<file path="src/verilog/hpcr_pkg.sv">
/*
 * Package for the host port with counter readout: register offsets,
 * widths, reset values, timing counts and the carrier structs.
 * Assumes a single 10 MHz core clock for everything that uses it.
 */
package hpcr_pkg;

   localparam int unsigned ADDR_W = 12;
   localparam int unsigned DATA_W = 8;
   localparam int unsigned CNT_W = 16;
   localparam int unsigned NUM_CNT = 11;

   // Counter byte pairs start here; high byte even, low byte odd
   localparam logic [11:0] CNT_BASE_OFS = 12'h050;
   localparam logic [11:0] LCV_HIGH_OFS = 12'h050;
   localparam logic [11:0] LCV_LOW_OFS = 12'h051;
   localparam logic [11:0] HOLD_OFS = 12'h06c;
   // Scratch and status registers placed in free space
   localparam logic [11:0] SCRATCH_OFS = 12'h070;
   localparam logic [11:0] STATUS_OFS = 12'h071;

   localparam logic [7:0] SCRATCH_RST = 8'h00;
   localparam logic [7:0] HOLD_RST = 8'h00;
   localparam logic [15:0] CNT_RST = 16'h0000;
   localparam logic [7:0] UNMAPPED_VAL = 8'h00;

   // Ready delay after a strobe falls, in ns, and in cycles (rounded up)
   localparam int unsigned CLK_PERIOD_NS = 100;
   localparam int unsigned READY_DELAY_NS = 200;
   localparam int unsigned READY_CYC = (READY_DELAY_NS + CLK_PERIOD_NS - 1) / CLK_PERIOD_NS;

   // Counter index of each event
   localparam int unsigned EV_LCV = 0;
   localparam int unsigned EV_FRAMING = 1;
   localparam int unsigned EV_FAR_END_BLOCK_ERROR = 2;
   localparam int unsigned EV_PARITY = 3;
   localparam int unsigned EV_HDR_SINGLE = 4;
   localparam int unsigned EV_HDR_MULTI = 5;
   localparam int unsigned EV_RX_IDLE = 6;
   localparam int unsigned EV_RX_VALID = 7;
   localparam int unsigned EV_RX_DISCARD = 8;
   localparam int unsigned EV_TX_IDLE = 9;
   localparam int unsigned EV_TX_VALID = 10;

   // Host pins as seen by the device
   typedef struct packed {
      logic bus_style_select;
      logic cs_n;
      logic address_latch_strobe;
      logic read_or_data_strobe;
      logic write_or_rw_select;
      logic [ADDR_W-1:0] addr;
      logic [DATA_W-1:0] data;
   } hpcr_pins_t;

   // One decoded host access in the core clock domain
   typedef struct packed {
      logic rd;
      logic wr;
      logic [ADDR_W-1:0] addr;
      logic [DATA_W-1:0] wdata;
   } hpcr_access_t;

endpackage : hpcr_pkg

</file>
<file path="src/verilog/hpcr_host_port.sv">
/*
 * Host port with counter readout: 8-bit bidirectional bus, two strobe
 * styles, clear-on-read counters with a holding byte.
 * Assumes host pins are asynchronous and slow against the 10 MHz clock;
 * the data bus pad is resolved outside from data_o/data_oe_o.
 */
// Behaviour
// - Register data moves over one eight-bit bidirectional data bus.
// - Separate read/write strobes, or data strobe plus read/write select.
// - Single programmed transfers and burst transfers both work.
// - Byte reads and writes work at even and odd addresses.
// - Registers other than counters are one byte wide.
// - Each counter is sixteen bits, split into high and low byte.
// - Reading either counter byte clears the whole counter.
// - Line code violation high byte at 0x50, low byte at 0x51.
// - Holding register sits at address 0x6c.
// - Reading a counter byte copies the other byte into holding.
// - Holding works whether high or low byte is read first.
// - Eleven counters cover line, framing, block, parity, header, cell events.
// - Separate style latches address on falling edge of latch enable.
// - Read strobe low drives data; bus released when it rises.
// - Separate style writes data on rising edge of write strobe.
`timescale 1ns/1ns
`default_nettype none

module hpcr_host_port (
   input wire logic clk_i,
   input wire logic srst_i,
   input wire hpcr_pkg::hpcr_pins_t pins_i,
   input wire logic [hpcr_pkg::NUM_CNT-1:0] events_i,
   output logic [hpcr_pkg::DATA_W-1:0] data_o,
   output logic data_oe_o,
   output logic ready_or_acknowledge_o,
   output logic [hpcr_pkg::DATA_W-1:0] scratch_o
);
   import hpcr_pkg::*;

   ////////////////////////////////////////////////////////////////////
   // Pin synchronisers

   logic style_s, cs_n_s, als_s, rds_s, wrs_s;
   logic [ADDR_W-1:0] addr_s;
   logic [DATA_W-1:0] wdat_s;

   hpcr_sync u_sync_style (.clk_i(clk_i), .srst_i(srst_i), .rst_val_i(1'b0),
      .pin_i(pins_i.bus_style_select), .level_o(style_s));
   hpcr_sync u_sync_cs (.clk_i(clk_i), .srst_i(srst_i), .rst_val_i(1'b1),
      .pin_i(pins_i.cs_n), .level_o(cs_n_s));
   hpcr_sync u_sync_als (.clk_i(clk_i), .srst_i(srst_i), .rst_val_i(1'b0),
      .pin_i(pins_i.address_latch_strobe), .level_o(als_s));
   hpcr_sync u_sync_rds (.clk_i(clk_i), .srst_i(srst_i), .rst_val_i(1'b1),
      .pin_i(pins_i.read_or_data_strobe), .level_o(rds_s));
   hpcr_sync u_sync_wrs (.clk_i(clk_i), .srst_i(srst_i), .rst_val_i(1'b1),
      .pin_i(pins_i.write_or_rw_select), .level_o(wrs_s));

   // Address and data are stable around their strobes, so the same
   // three-stage filter per bit is enough; no bus-wide skew matters.
   genvar gi;
   generate
      for (gi = 0; gi < ADDR_W; gi++) begin : g_addr_sync
         hpcr_sync u_a (.clk_i(clk_i), .srst_i(srst_i), .rst_val_i(1'b0),
            .pin_i(pins_i.addr[gi]), .level_o(addr_s[gi]));
      end
      for (gi = 0; gi < DATA_W; gi++) begin : g_data_sync
         hpcr_sync u_d (.clk_i(clk_i), .srst_i(srst_i), .rst_val_i(1'b0),
            .pin_i(pins_i.data[gi]), .level_o(wdat_s[gi]));
      end
   endgenerate

   ////////////////////////////////////////////////////////////////////
   // Strobe decode per bus style

   logic als_prev_q, rd_prev_q, wr_prev_q;
   logic rd_act, wr_act, als_fall, wr_rise;
   logic [ADDR_W-1:0] addr_q, addr_d;

   // Style high: data strobe low with select high reads, low writes
   always_comb begin
      if (style_s) begin
         rd_act = !cs_n_s && !rds_s && wrs_s;
         wr_act = !cs_n_s && !rds_s && !wrs_s;
         als_fall = als_prev_q && !als_s; // strobe low is the active level
      end else begin
         rd_act = !cs_n_s && !rds_s;
         wr_act = !cs_n_s && !wrs_s;
         als_fall = als_prev_q && !als_s;
      end
      wr_rise = wr_prev_q && !wr_act;
   end

   // Address is taken on the closing edge of the latch pin, and only
   // while selected, so a latch pulse meant for another device on a
   // shared bus leaves it alone. Enable is active high in one style and
   // the strobe active low in the other, hence opposite edges.
   // Between latch edges the address stays, which is what a burst of
   // strobes relies on; there is no auto-increment, the host steps it.
   always_comb begin
      addr_d = addr_q;
      if (!cs_n_s && !style_s && als_fall) begin
         addr_d = addr_s;
      end else if (!cs_n_s && style_s && !als_prev_q && als_s) begin
         addr_d = addr_s;
      end
   end

   // Pin history for edge detection, and the latched address.
   // History resets to the idle level of the separate-strobe style; a
   // false latch edge after a style change is harmless while unselected.
   always_ff @(posedge clk_i) begin
      if (srst_i) begin
         als_prev_q <= 1'b0;
         rd_prev_q <= 1'b0;
         wr_prev_q <= 1'b0;
         addr_q <= 12'h000;
      end else begin
         als_prev_q <= als_s;
         rd_prev_q <= rd_act;
         wr_prev_q <= wr_act;
         addr_q <= addr_d;
      end
   end

   ////////////////////////////////////////////////////////////////////
   // Counter bank and holding byte

   logic [CNT_W-1:0] count [NUM_CNT];
   logic [NUM_CNT-1:0] clr;
   logic [DATA_W-1:0] hold_q, hold_d;
   logic [DATA_W-1:0] scr_q, scr_d;
   logic [DATA_W-1:0] rdat;
   logic is_cnt;
   logic [3:0] cidx;
   logic [ADDR_W-1:0] off;

   generate
      for (gi = 0; gi < NUM_CNT; gi++) begin : g_cnt
         hpcr_perf_counter u_cnt (.clk_i(clk_i), .srst_i(srst_i),
            .event_i(events_i[gi]), .clear_i(clr[gi]), .count_o(count[gi]));
      end
   endgenerate

   // Counter pairs: high byte at even offset, low at the following one
   always_comb begin
      off = addr_q - CNT_BASE_OFS;
      is_cnt = (addr_q >= CNT_BASE_OFS) &&
               (off < 12'(2 * NUM_CNT));
      cidx = off[4:1];
   end

   // Read mux: every address byte-wide, odd or even alike
   always_comb begin
      rdat = UNMAPPED_VAL;
      if (is_cnt) begin
         rdat = off[0] ? count[cidx][7:0] : count[cidx][15:8];
      end else if (addr_q == HOLD_OFS) begin
         rdat = hold_q;
      end else if (addr_q == SCRATCH_OFS) begin
         rdat = scr_q;
      end else if (addr_q == STATUS_OFS) begin
         rdat = {7'h00, style_s};
      end
   end

   // Clear and capture happen once at the start of a read; a strobe
   // held low for many cycles must not clear the counter a second time
   logic rd_start;
   assign rd_start = rd_act && !rd_prev_q;

   always_comb begin
      clr = '0;
      hold_d = hold_q;
      if (rd_start && is_cnt) begin
         clr[cidx] = 1'b1;
         // Keep the unread byte, whichever came first
         hold_d = off[0] ? count[cidx][15:8] : count[cidx][7:0];
      end
   end

   // Holding byte; host writes to its address are ignored
   always_ff @(posedge clk_i) begin
      if (srst_i) begin
         hold_q <= HOLD_RST;
      end else begin
         hold_q <= hold_d;
      end
   end

   // Writes take effect on the strobe's rising edge, when the data
   // pins have passed the filter with the same latency as the strobe
   always_comb begin
      scr_d = scr_q;
      if (wr_rise && addr_q == SCRATCH_OFS) begin
         scr_d = wdat_s;
      end
   end

   // Scratch register
   always_ff @(posedge clk_i) begin
      if (srst_i) begin
         scr_q <= SCRATCH_RST;
      end else begin
         scr_q <= scr_d;
      end
   end

   ////////////////////////////////////////////////////////////////////
   // Data bus drive and ready

   logic [DATA_W-1:0] dout_q, dout_d;
   logic oe_q, oe_d;
   logic rdy_q, rdy_d;
   logic [1:0] wait_q, wait_d;

   // Data is frozen at read start so the cleared counter never shows
   always_comb begin
      dout_d = dout_q;
      oe_d = rd_act;
      if (rd_start) begin
         dout_d = rdat;
      end
   end

   // Drive registers; the pad resolves outside from data and enable
   always_ff @(posedge clk_i) begin
      if (srst_i) begin
         dout_q <= 8'h00;
         oe_q <= 1'b0;
      end else begin
         dout_q <= dout_d;
         oe_q <= oe_d;
      end
   end

   // Ready pin: separate style low means wait, data style low means ack.
   // The wait count reloads whenever the bus is idle, so every access
   // sees the same delay however closely it follows the last one.
   always_comb begin
      wait_d = wait_q;
      if (!rd_act && !wr_act) begin
         wait_d = 2'(READY_CYC);
      end else if (wait_q != 2'h0) begin
         wait_d = wait_q - 2'h1;
      end
      if (style_s) begin
         rdy_d = !((rd_act || wr_act) && wait_q == 2'h0);
      end else begin
         rdy_d = !((rd_act || wr_act) && wait_q != 2'h0);
      end
   end

   // Ready and its wait count; ready idles high in both styles
   always_ff @(posedge clk_i) begin
      if (srst_i) begin
         rdy_q <= 1'b1;
         wait_q <= 2'(READY_CYC);
      end else begin
         rdy_q <= rdy_d;
         wait_q <= wait_d;
      end
   end

   assign data_o = dout_q;
   assign data_oe_o = oe_q;
   assign ready_or_acknowledge_o = rdy_q;
   assign scratch_o = scr_q;

endmodule : hpcr_host_port

`default_nettype wire

</file>
<file path="src/verilog/hpcr_perf_counter.sv">
/*
 * One sixteen-bit clear-on-read event counter.
 * Assumes events and clears arrive as one-cycle pulses on clk_i.
 */
`timescale 1ns/1ns
`default_nettype none

module hpcr_perf_counter (
   input wire logic clk_i,
   input wire logic srst_i,
   input wire logic event_i,
   input wire logic clear_i,
   output logic [hpcr_pkg::CNT_W-1:0] count_o
);
   import hpcr_pkg::*;

   logic [CNT_W-1:0] cnt_q, cnt_d;

   // Saturate rather than wrap so a stale read never looks small.
   // An event in the clear cycle starts the new count at one.
   always_comb begin
      cnt_d = cnt_q;
      if (clear_i) begin
         cnt_d = event_i ? 16'h0001 : CNT_RST;
      end else if (event_i && cnt_q != 16'hffff) begin
         cnt_d = cnt_q + 16'h0001;
      end
   end

   always_ff @(posedge clk_i) begin
      if (srst_i) begin
         cnt_q <= CNT_RST;
      end else begin
         cnt_q <= cnt_d;
      end
   end

   assign count_o = cnt_q;

endmodule : hpcr_perf_counter

`default_nettype wire

</file>
<file path="src/verilog/hpcr_sync.sv">
/*
 * Three-stage synchroniser with agreement filter for one pin.
 * Assumes the pin is asynchronous to clk_i; output changes only once
 * stages two and three agree.
 */
`timescale 1ns/1ns
`default_nettype none

module hpcr_sync (
   input wire logic clk_i,
   input wire logic srst_i,
   input wire logic rst_val_i,
   input wire logic pin_i,
   output logic level_o
);
   import hpcr_pkg::*;

   logic s1_q, s2_q, s3_q, lvl_q;
   logic lvl_d;

   // Filtered level follows only agreed samples
   always_comb begin
      lvl_d = lvl_q;
      if (s2_q == s3_q) begin
         lvl_d = s3_q;
      end
   end

   // Reset loads the pin's idle level, tied per instance, so the first
   // filtered level after reset matches the pin and no false edge follows
   always_ff @(posedge clk_i) begin
      if (srst_i) begin
         s1_q <= rst_val_i;
         s2_q <= rst_val_i;
         s3_q <= rst_val_i;
         lvl_q <= rst_val_i;
      end else begin
         s1_q <= pin_i;
         s2_q <= s1_q;
         s3_q <= s2_q;
         lvl_q <= lvl_d;
      end
   end

   assign level_o = lvl_q;

endmodule : hpcr_sync

`default_nettype wire
</file>
<file path="config.mk">
export PLATFORM = sky130hd
export DESIGN_NAME = hpcr_host_port
export DESIGN_NICKNAME = d
export VERILOG_FILES = /design/src/verilog/hpcr_pkg.sv /design/src/verilog/hpcr_host_port.sv /design/src/verilog/hpcr_perf_counter.sv /design/src/verilog/hpcr_sync.sv
export SDC_FILE = /design/constraint.sdc
export NUM_CORES = 1
export LEC_CHECK = 0
export BUFFER_PORTS_ARGS = -buffer_cell sky130_fd_sc_hd__buf_4
export CORE_ASPECT_RATIO = 1.75
export CORE_MARGIN = 8
export CORE_UTILIZATION = 40
export CTS_CLUSTER_SIZE = 20
export DETAILED_ROUTE_END_ITERATION = 10
export PLACE_DENSITY = 0.6
export SLEW_MARGIN = 25
export SYNTH_ARGS = -nofsm -noshare
export SYNTH_HDL_FRONTEND = slang
export SYNTH_SLANG_ARGS = --single-unit
</file>
<file path="constraint.sdc">
create_clock -name clk_i -period 7.8 [get_ports clk_i]
set_clock_uncertainty 0.1 [all_clocks]
set_input_delay 1.56 -clock clk_i [delete_from_list [all_inputs] [get_ports clk_i]]
set_output_delay 1.56 -clock clk_i [all_outputs]
set_load 0.02 [all_outputs]
</file>
==> flow_summary.ini, run 1 <==
[outcome]
status = finished, final reports clean

[setup_path]
r2r-start = addr_q[4]
critPathKind = reg -> reg
r2r_slack_ns = 4.37
arrival_ns = 3.75
timing.rr.end = g_cnt[10].u_cnt.count_o[8]
critical_path_required_ns = 8.12
worst-path-stages = 9
path_delay_family = compound AO/OA/AOI/OAI gates
start_kind = flip-flop
rr_worst_depth = 9
critPathSlowestCell = or3_1
crit_buf_inv = 4
end_kind = flip-flop
cp_cell_sequence = buf_4, inv_1, ha_1, inv_1, a41oi_2, or3_1, buf_4, o21ai_2, nor2_1
crit_fanout = 32
cpPeakStageDelay_ns = 0.69
cp-endpoint = g_cnt[10].u_cnt.count_o[8]
crit_start = addr_q[4]

[synthesis]
yosysTopAreaCell = dfxtp_1
synth_fp_nets = 1781
yosysWarningCount = 0
async_reset_ff_share_pct = 0
synth_area_um2 = 15300
synth_enable_flop_cells = 0
synth-main-ff-cell = dfxtp_1
postSynthCellCount = 1728
synth_area_leaders = dfxtp_1, nor2_1, xnor2_1
ys_ff_latch = 318
yosysMostFrequentCell = dfxtp_1
synth_top_area_share_pct = 41.5
synth.yosys.seq_area_share_pct = 41.5
ys_types = 76
synth_common_cells = dfxtp_1, nor2_1, nand2_1
syn_avg_cell_area_um2 = 8.88

[die]
die_area_um2 = 45100
die_y_um = 275
start_util_pct = 40.2
num_rows = 95
ios = 56
core-area_um2 = 38200
die_w_um = 164

[layout]
drive_above_1_share_pct = 10.5
nets = 1785
diodes = 0
fillers = 3678
area_growth_syn_to_layout_pct = 11.7

[clocking]
cts_hold_buf = 0
clkTransAtPathRegs_ns = 0.07
cts_buffers = 29
clk_latency_ns = 0.57
root_buffer = clkbuf_16
clk_path_buf_depth = 3
cts_max_level = 1
clkSinkCount = 318
cts.repair.resized = 0
postCtsSetupBuffers = 0
cts_tree = done

[detailed_routing]
vias = 13028
drt_iter0_drc = 818
viasPerCell = 5.82
wl_per_cell_um = 19.3
ant_nets = 0
drtPass1Iterations = 5
routed_wirelength_um = 43300
drc = 0

[run]
maxCapViolCount = 0

[sta]
worst_slew_pin_slew_ns = 1.01
setup_tns_ns = 0
fin_crit_ns = 3.43
setup_viol = 0
relSlewSlack_pct = 32.1
finalCritPeriodShare_pct = 44.0
fmax_mhz = 292
rsz0062_at_grt = no
drv_slew = 0
final_hold_viol_count = 0

[power_and_ir_drop]
sw_frac_of_total_pct = 22.1
p_switching_mw = 0.746
design_power_total_mw = 3.37
p_clk_share_pct = 47.3
peakVddDrop_mv = 0.164
p_int_mw = 2.63
pwr-share-comb_pct = 3.1
p_per_area_nw_per_um2 = 197
leakage_nw = 5.52
pwr-share-seq_pct = 49.6

[placed_design]
io_buffers = 55
dp_hpwl_um = 31900
globalplace.congestion = 0.921

[worst_hold_path]
hold_class = reg -> reg

[global_route]
grtUsageTotal_pct = 19.1
grt_max_degree = 85
grt_pass1_wl_um = 68900
grt_overflow = 0
antenna_found_initial = 0
grt_pass1_vias = 12791
-- through the flow --
step	hold WS, ns	std cells	worst slack, ns	instance area, µm²	utilization [%]
2_1_floorplan	0.289	1728	4.68	15300	-
3_3_place_gp	0.296	2186	4.07	16100	42.1
3_5_place_dp	0.293	2186	4.12	16100	42.1
4_1_cts	0.314	2240	4.38	17100	44.9
5_1_grt	0.335	2240	4.06	17100	44.9
6_report	0.310	2240	4.37	17100	44.9
-- logic make-up (layout without fill, tap and decap cells) --
group | after synthesis | count (layout) | share of synthesized area, %
adder cells (fa/ha/maj) | 15 | 15 | 1.22
AND/OR/NAND/NOR | 727 | 727 | 24.8
buffers and inverters | 129 | 156 | 3.53
XOR/XNOR | 127 | 127 | 7.25
multiplexers | 96 | 96 | 7.66
AO/OA/AOI/OAI | 316 | 316 | 14.0
flip-flops | 318 | 318 | 41.5
-- power by group through the flow --
stage | combinational, mW | clock, mW | sequential, mW
finish | 0.106 | 1.60 | 1.67
global placement | 0.103 | 0 | 1.71
global route | 0.117 | 1.70 | 1.68
floorplan | 0.0724 | 0 | 1.70
detailed placement | 0.106 | 0 | 1.71
CTS | 0.107 | 1.63 | 1.67
-- state kept, by name (all words and copies together), names as in the netlist, 2 cells and up --
signal and flops:
addr_q 12, data_o 8, g_addr_sync.u_a.level_o 12, g_addr_sync.u_a.s1_q 12
g_addr_sync.u_a.s2_q 12, g_addr_sync.u_a.s3_q 12, g_cnt.u_cnt.count_o 176, g_data_sync.u_d.level_o 8
g_data_sync.u_d.s1_q 8, g_data_sync.u_d.s2_q 8, g_data_sync.u_d.s3_q 8, hold_q 8
scratch_o 8, wait_q 2
-- layout make-up --
class                      instances  area [µm²]  area share (%)
clock buffer                      37         806            4.70
clock inverter                    17         262            1.53
inverter                          36         135           0.789
multi-input combinational       1281        8460            49.4
sequential                       318        6370            37.2
tap                              485         607            3.54
timing repair buffer              66         495            2.89
-- worst min path at each step --
stage          cells past startpoint            start  slack [ns]              end
2_1_floorplan                      1   u_sync_cs.s1_q        0.29   u_sync_cs.s2_q
3_3_place_gp                       1   u_sync_cs.s1_q        0.30   u_sync_cs.s2_q
3_5_place_dp                       1   u_sync_cs.s1_q        0.29   u_sync_cs.s2_q
4_1_cts                            1   u_sync_cs.s1_q        0.31   u_sync_cs.s2_q
5_1_grt                            1  u_sync_rds.s1_q        0.33  u_sync_rds.s2_q
6_report                           1   u_sync_cs.s1_q        0.31   u_sync_cs.s2_q
-- placed cells by master, fill, tap and decap left out, types with 9 or more instances in the layout --
master	n
mux2i_1	68
nand3_1	70
a21oi_1	79
nand2_1	106
a31oi_1	9
ha_1	15
buf_4	66
nor2b_1	80
nor3_1	51
or4_1	9
clkbuf_16	29
mux2_2	12
a22oi_1	16
nor2_1	198
xnor2_1	84
a221oi_1	9
nor3b_1	12
o211ai_1	21
o31ai_1	14
and4_1	26
nand4_1	53
mux4_2	16
dfxtp_1	317
or3_1	18
a211oi_1	25
or2_2	15
o2111ai_1	13
and2_1	17
and3_1	22
xor2_1	43
inv_1	36
o21ai_0	59
nor4_1	20
-- layer usage --
metal / track usage [%] / share of wire (%)
met1: 20.5 / 39
met4: 11.8 / 6.2
met2: 34.3 / 51
met3: 3.04 / 4.4
met5: 0 / 0
No activity file was read; power rests on OpenSTA's default activity.
==> inputs of run 2 (changes only) <==
--- a/config.mk
+++ b/config.mk
@@ -11,7 +11,7 @@
 export CORE_UTILIZATION = 40
 export CTS_CLUSTER_SIZE = 20
 export DETAILED_ROUTE_END_ITERATION = 10
-export PLACE_DENSITY = 0.6
+export PLACE_DENSITY = 0.62
 export SLEW_MARGIN = 25
 export SYNTH_ARGS = -nofsm -noshare
 export SYNTH_HDL_FRONTEND = slang
==> constraint.sdc (replaced) <==
create_clock -name clk_i -period 2.85 [get_ports clk_i]
set_clock_uncertainty 0.1 [all_clocks]
set_input_delay 0.57 -clock clk_i [delete_from_list [all_inputs] [get_ports clk_i]]
set_output_delay 0.57 -clock clk_i [all_outputs]
set_load 0.02 [all_outputs]
==> flow_summary.ini, run 2 (synthesis gave the netlist of run 1 again) <==
[outcome]
status = finished, final reports clean

[die]
ios = 56
start_util_pct = 40.2
num_rows = 95
core-area_um2 = 38200
die_y_um = 275
die_w_um = 164
die_area_um2 = 45100

[power_and_ir_drop]
peakVddDrop_mv = 0.522
p_switching_mw = 2.02
pwr-share-comb_pct = 3.4
p_clk_share_pct = 46.4
p_int_mw = 7.09
leakage_nw = 5.86
sw_frac_of_total_pct = 22.2
design_power_total_mw = 9.12
p_per_area_nw_per_um2 = 516
pwr-share-seq_pct = 50.2

[layout]
area_growth_syn_to_layout_pct = 15.0
final_common_cell = dfxtp_1
fillers = 3702
layout_common_cells = dfxtp_1, nor2_1, buf_4
drive_above_1_share_pct = 13.5
final_util_pct = 46.3
nets = 1850
diodes = 0
largest_register_ffs = 176
layout.cells.non_filler = 2305

[clocking]
root_buffer = clkbuf_16
cts_buffers = 30
clkSinkCount = 318
cts.repair.resized = 0
cts_tree = done
cts_max_level = 1
clkTransAtPathRegs_ns = 0.07
clk_latency_ns = 0.58
postCtsSetupBuffers = 0
clk_path_buf_depth = 3
cts_hold_buf = 0

[detailed_routing]
wl_per_cell_um = 19.0
drtPass1Iterations = 5
drt_iter0_drc = 827
ant_nets = 0
routed_wirelength_um = 43900
drc = 0
vias = 13244
viasPerCell = 5.75

[placed_design]
placed_cells = 2250
io_buffers = 55
place_ws_ns = 0.345
globalplace.congestion = 0.954
dp_hpwl_um = 33400

[sta]
rsz0062_at_grt = no
setup_viol = 0
fin_crit_ns = 2.67
finalCritPeriodShare_pct = 93.6
drv_slew = 0
worst_slew_pin_slew_ns = 0.821
relSlewSlack_pct = 44.8
final_hold_viol_count = 0
setup_tns_ns = 0
fmax_mhz = 375
timing.final.ws_setup_ns = 0.182

[run]
maxCapViolCount = 0

[setup_path]
end_kind = flip-flop
r2r_slack_ns = 0.18
critPathKind = reg -> reg
arrival_ns = 3.00
start_kind = flip-flop
critical_path_required_ns = 3.18
crit_fanout = 19

[global_route]
grt_pass1_wl_um = 70300
grt_max_degree = 65
grtUsageTotal_pct = 19.5
antenna_found_initial = 0
grt_overflow = 0
grt_pass1_vias = 12951

[worst_hold_path]
hold_class = in -> reg
-- run 2: cell count changes in the layout (fill, tap and decap cells not counted), moves of 2 or more --
cell / before / now
buf_4: 66 / 124
buf_12: 0 / 6
clkinv_2: 3 / 7
bufinv_16: 6 / 4
clkbuf_16: 29 / 31
clkbuf_8: 5 / 3
-- run 2: path summary, 6_finish.rpt --
path                                        end  depth (start not counted)            start
worst max-delay path                  data_o[4]                          6        addr_q[2]
worst min-delay path            u_sync_rds.s1_q                          2       pins_i[21]
worst max register to register        data_o[4]                          6        addr_q[2]
worst min register to register  u_sync_wrs.s2_q                          1  u_sync_wrs.s1_q
-- run 2: cell type report --
type,instances,area (µm²),share of cell area [%]
inverters,36,135,0.766
multi-input cells,1281,8450,47.9
repair buffers,130,1050,5.95
clock inverters,18,214,1.21
flip-flops and latches,318,6370,36.1
well taps,485,607,3.44
clock buffers,37,828,4.69
-- run 2: per-layer routing --
layer  up-vias  global-route usage (%)  wire [µm]
met5         -                       0          0
met3       108                    2.61       1670
li1       6409                       -          -
met1      6412                    20.6      16900
met2       315                    35.4      22600
met4         0                    12.5       2780
-- run 2: power groups by stage --
stage / clock [mW] / combinational, mW / sequential (mW)
global placement: 0 / 0.306 / 4.67
detailed placement: 0 / 0.313 / 4.67
CTS: 4.35 / 0.314 / 4.57
finish: 4.23 / 0.312 / 4.57
floorplan: 0 / 0.198 / 4.66
global route: 4.49 / 0.346 / 4.58
-- run 2: stage by stage --
step | area (µm²) | hold slack (ns)
2_1_floorplan | 15400 | 0.289
3_3_place_gp | 16600 | 0.305
3_5_place_dp | 16600 | 0.302
4_1_cts | 17700 | 0.0512
5_1_grt | 17700 | 0.0681
6_report | 17700 | 0.0781
-- run 2: worst max-delay path, cell delays in order, from the launching register on --
cell and delay (ns):
dfxtp_4 0.54, mux2i_1 0.60, buf_4 0.21, o22ai_1 0.08, a311o_1 0.34, o311ai_0 0.48
a21oi_1 0.15
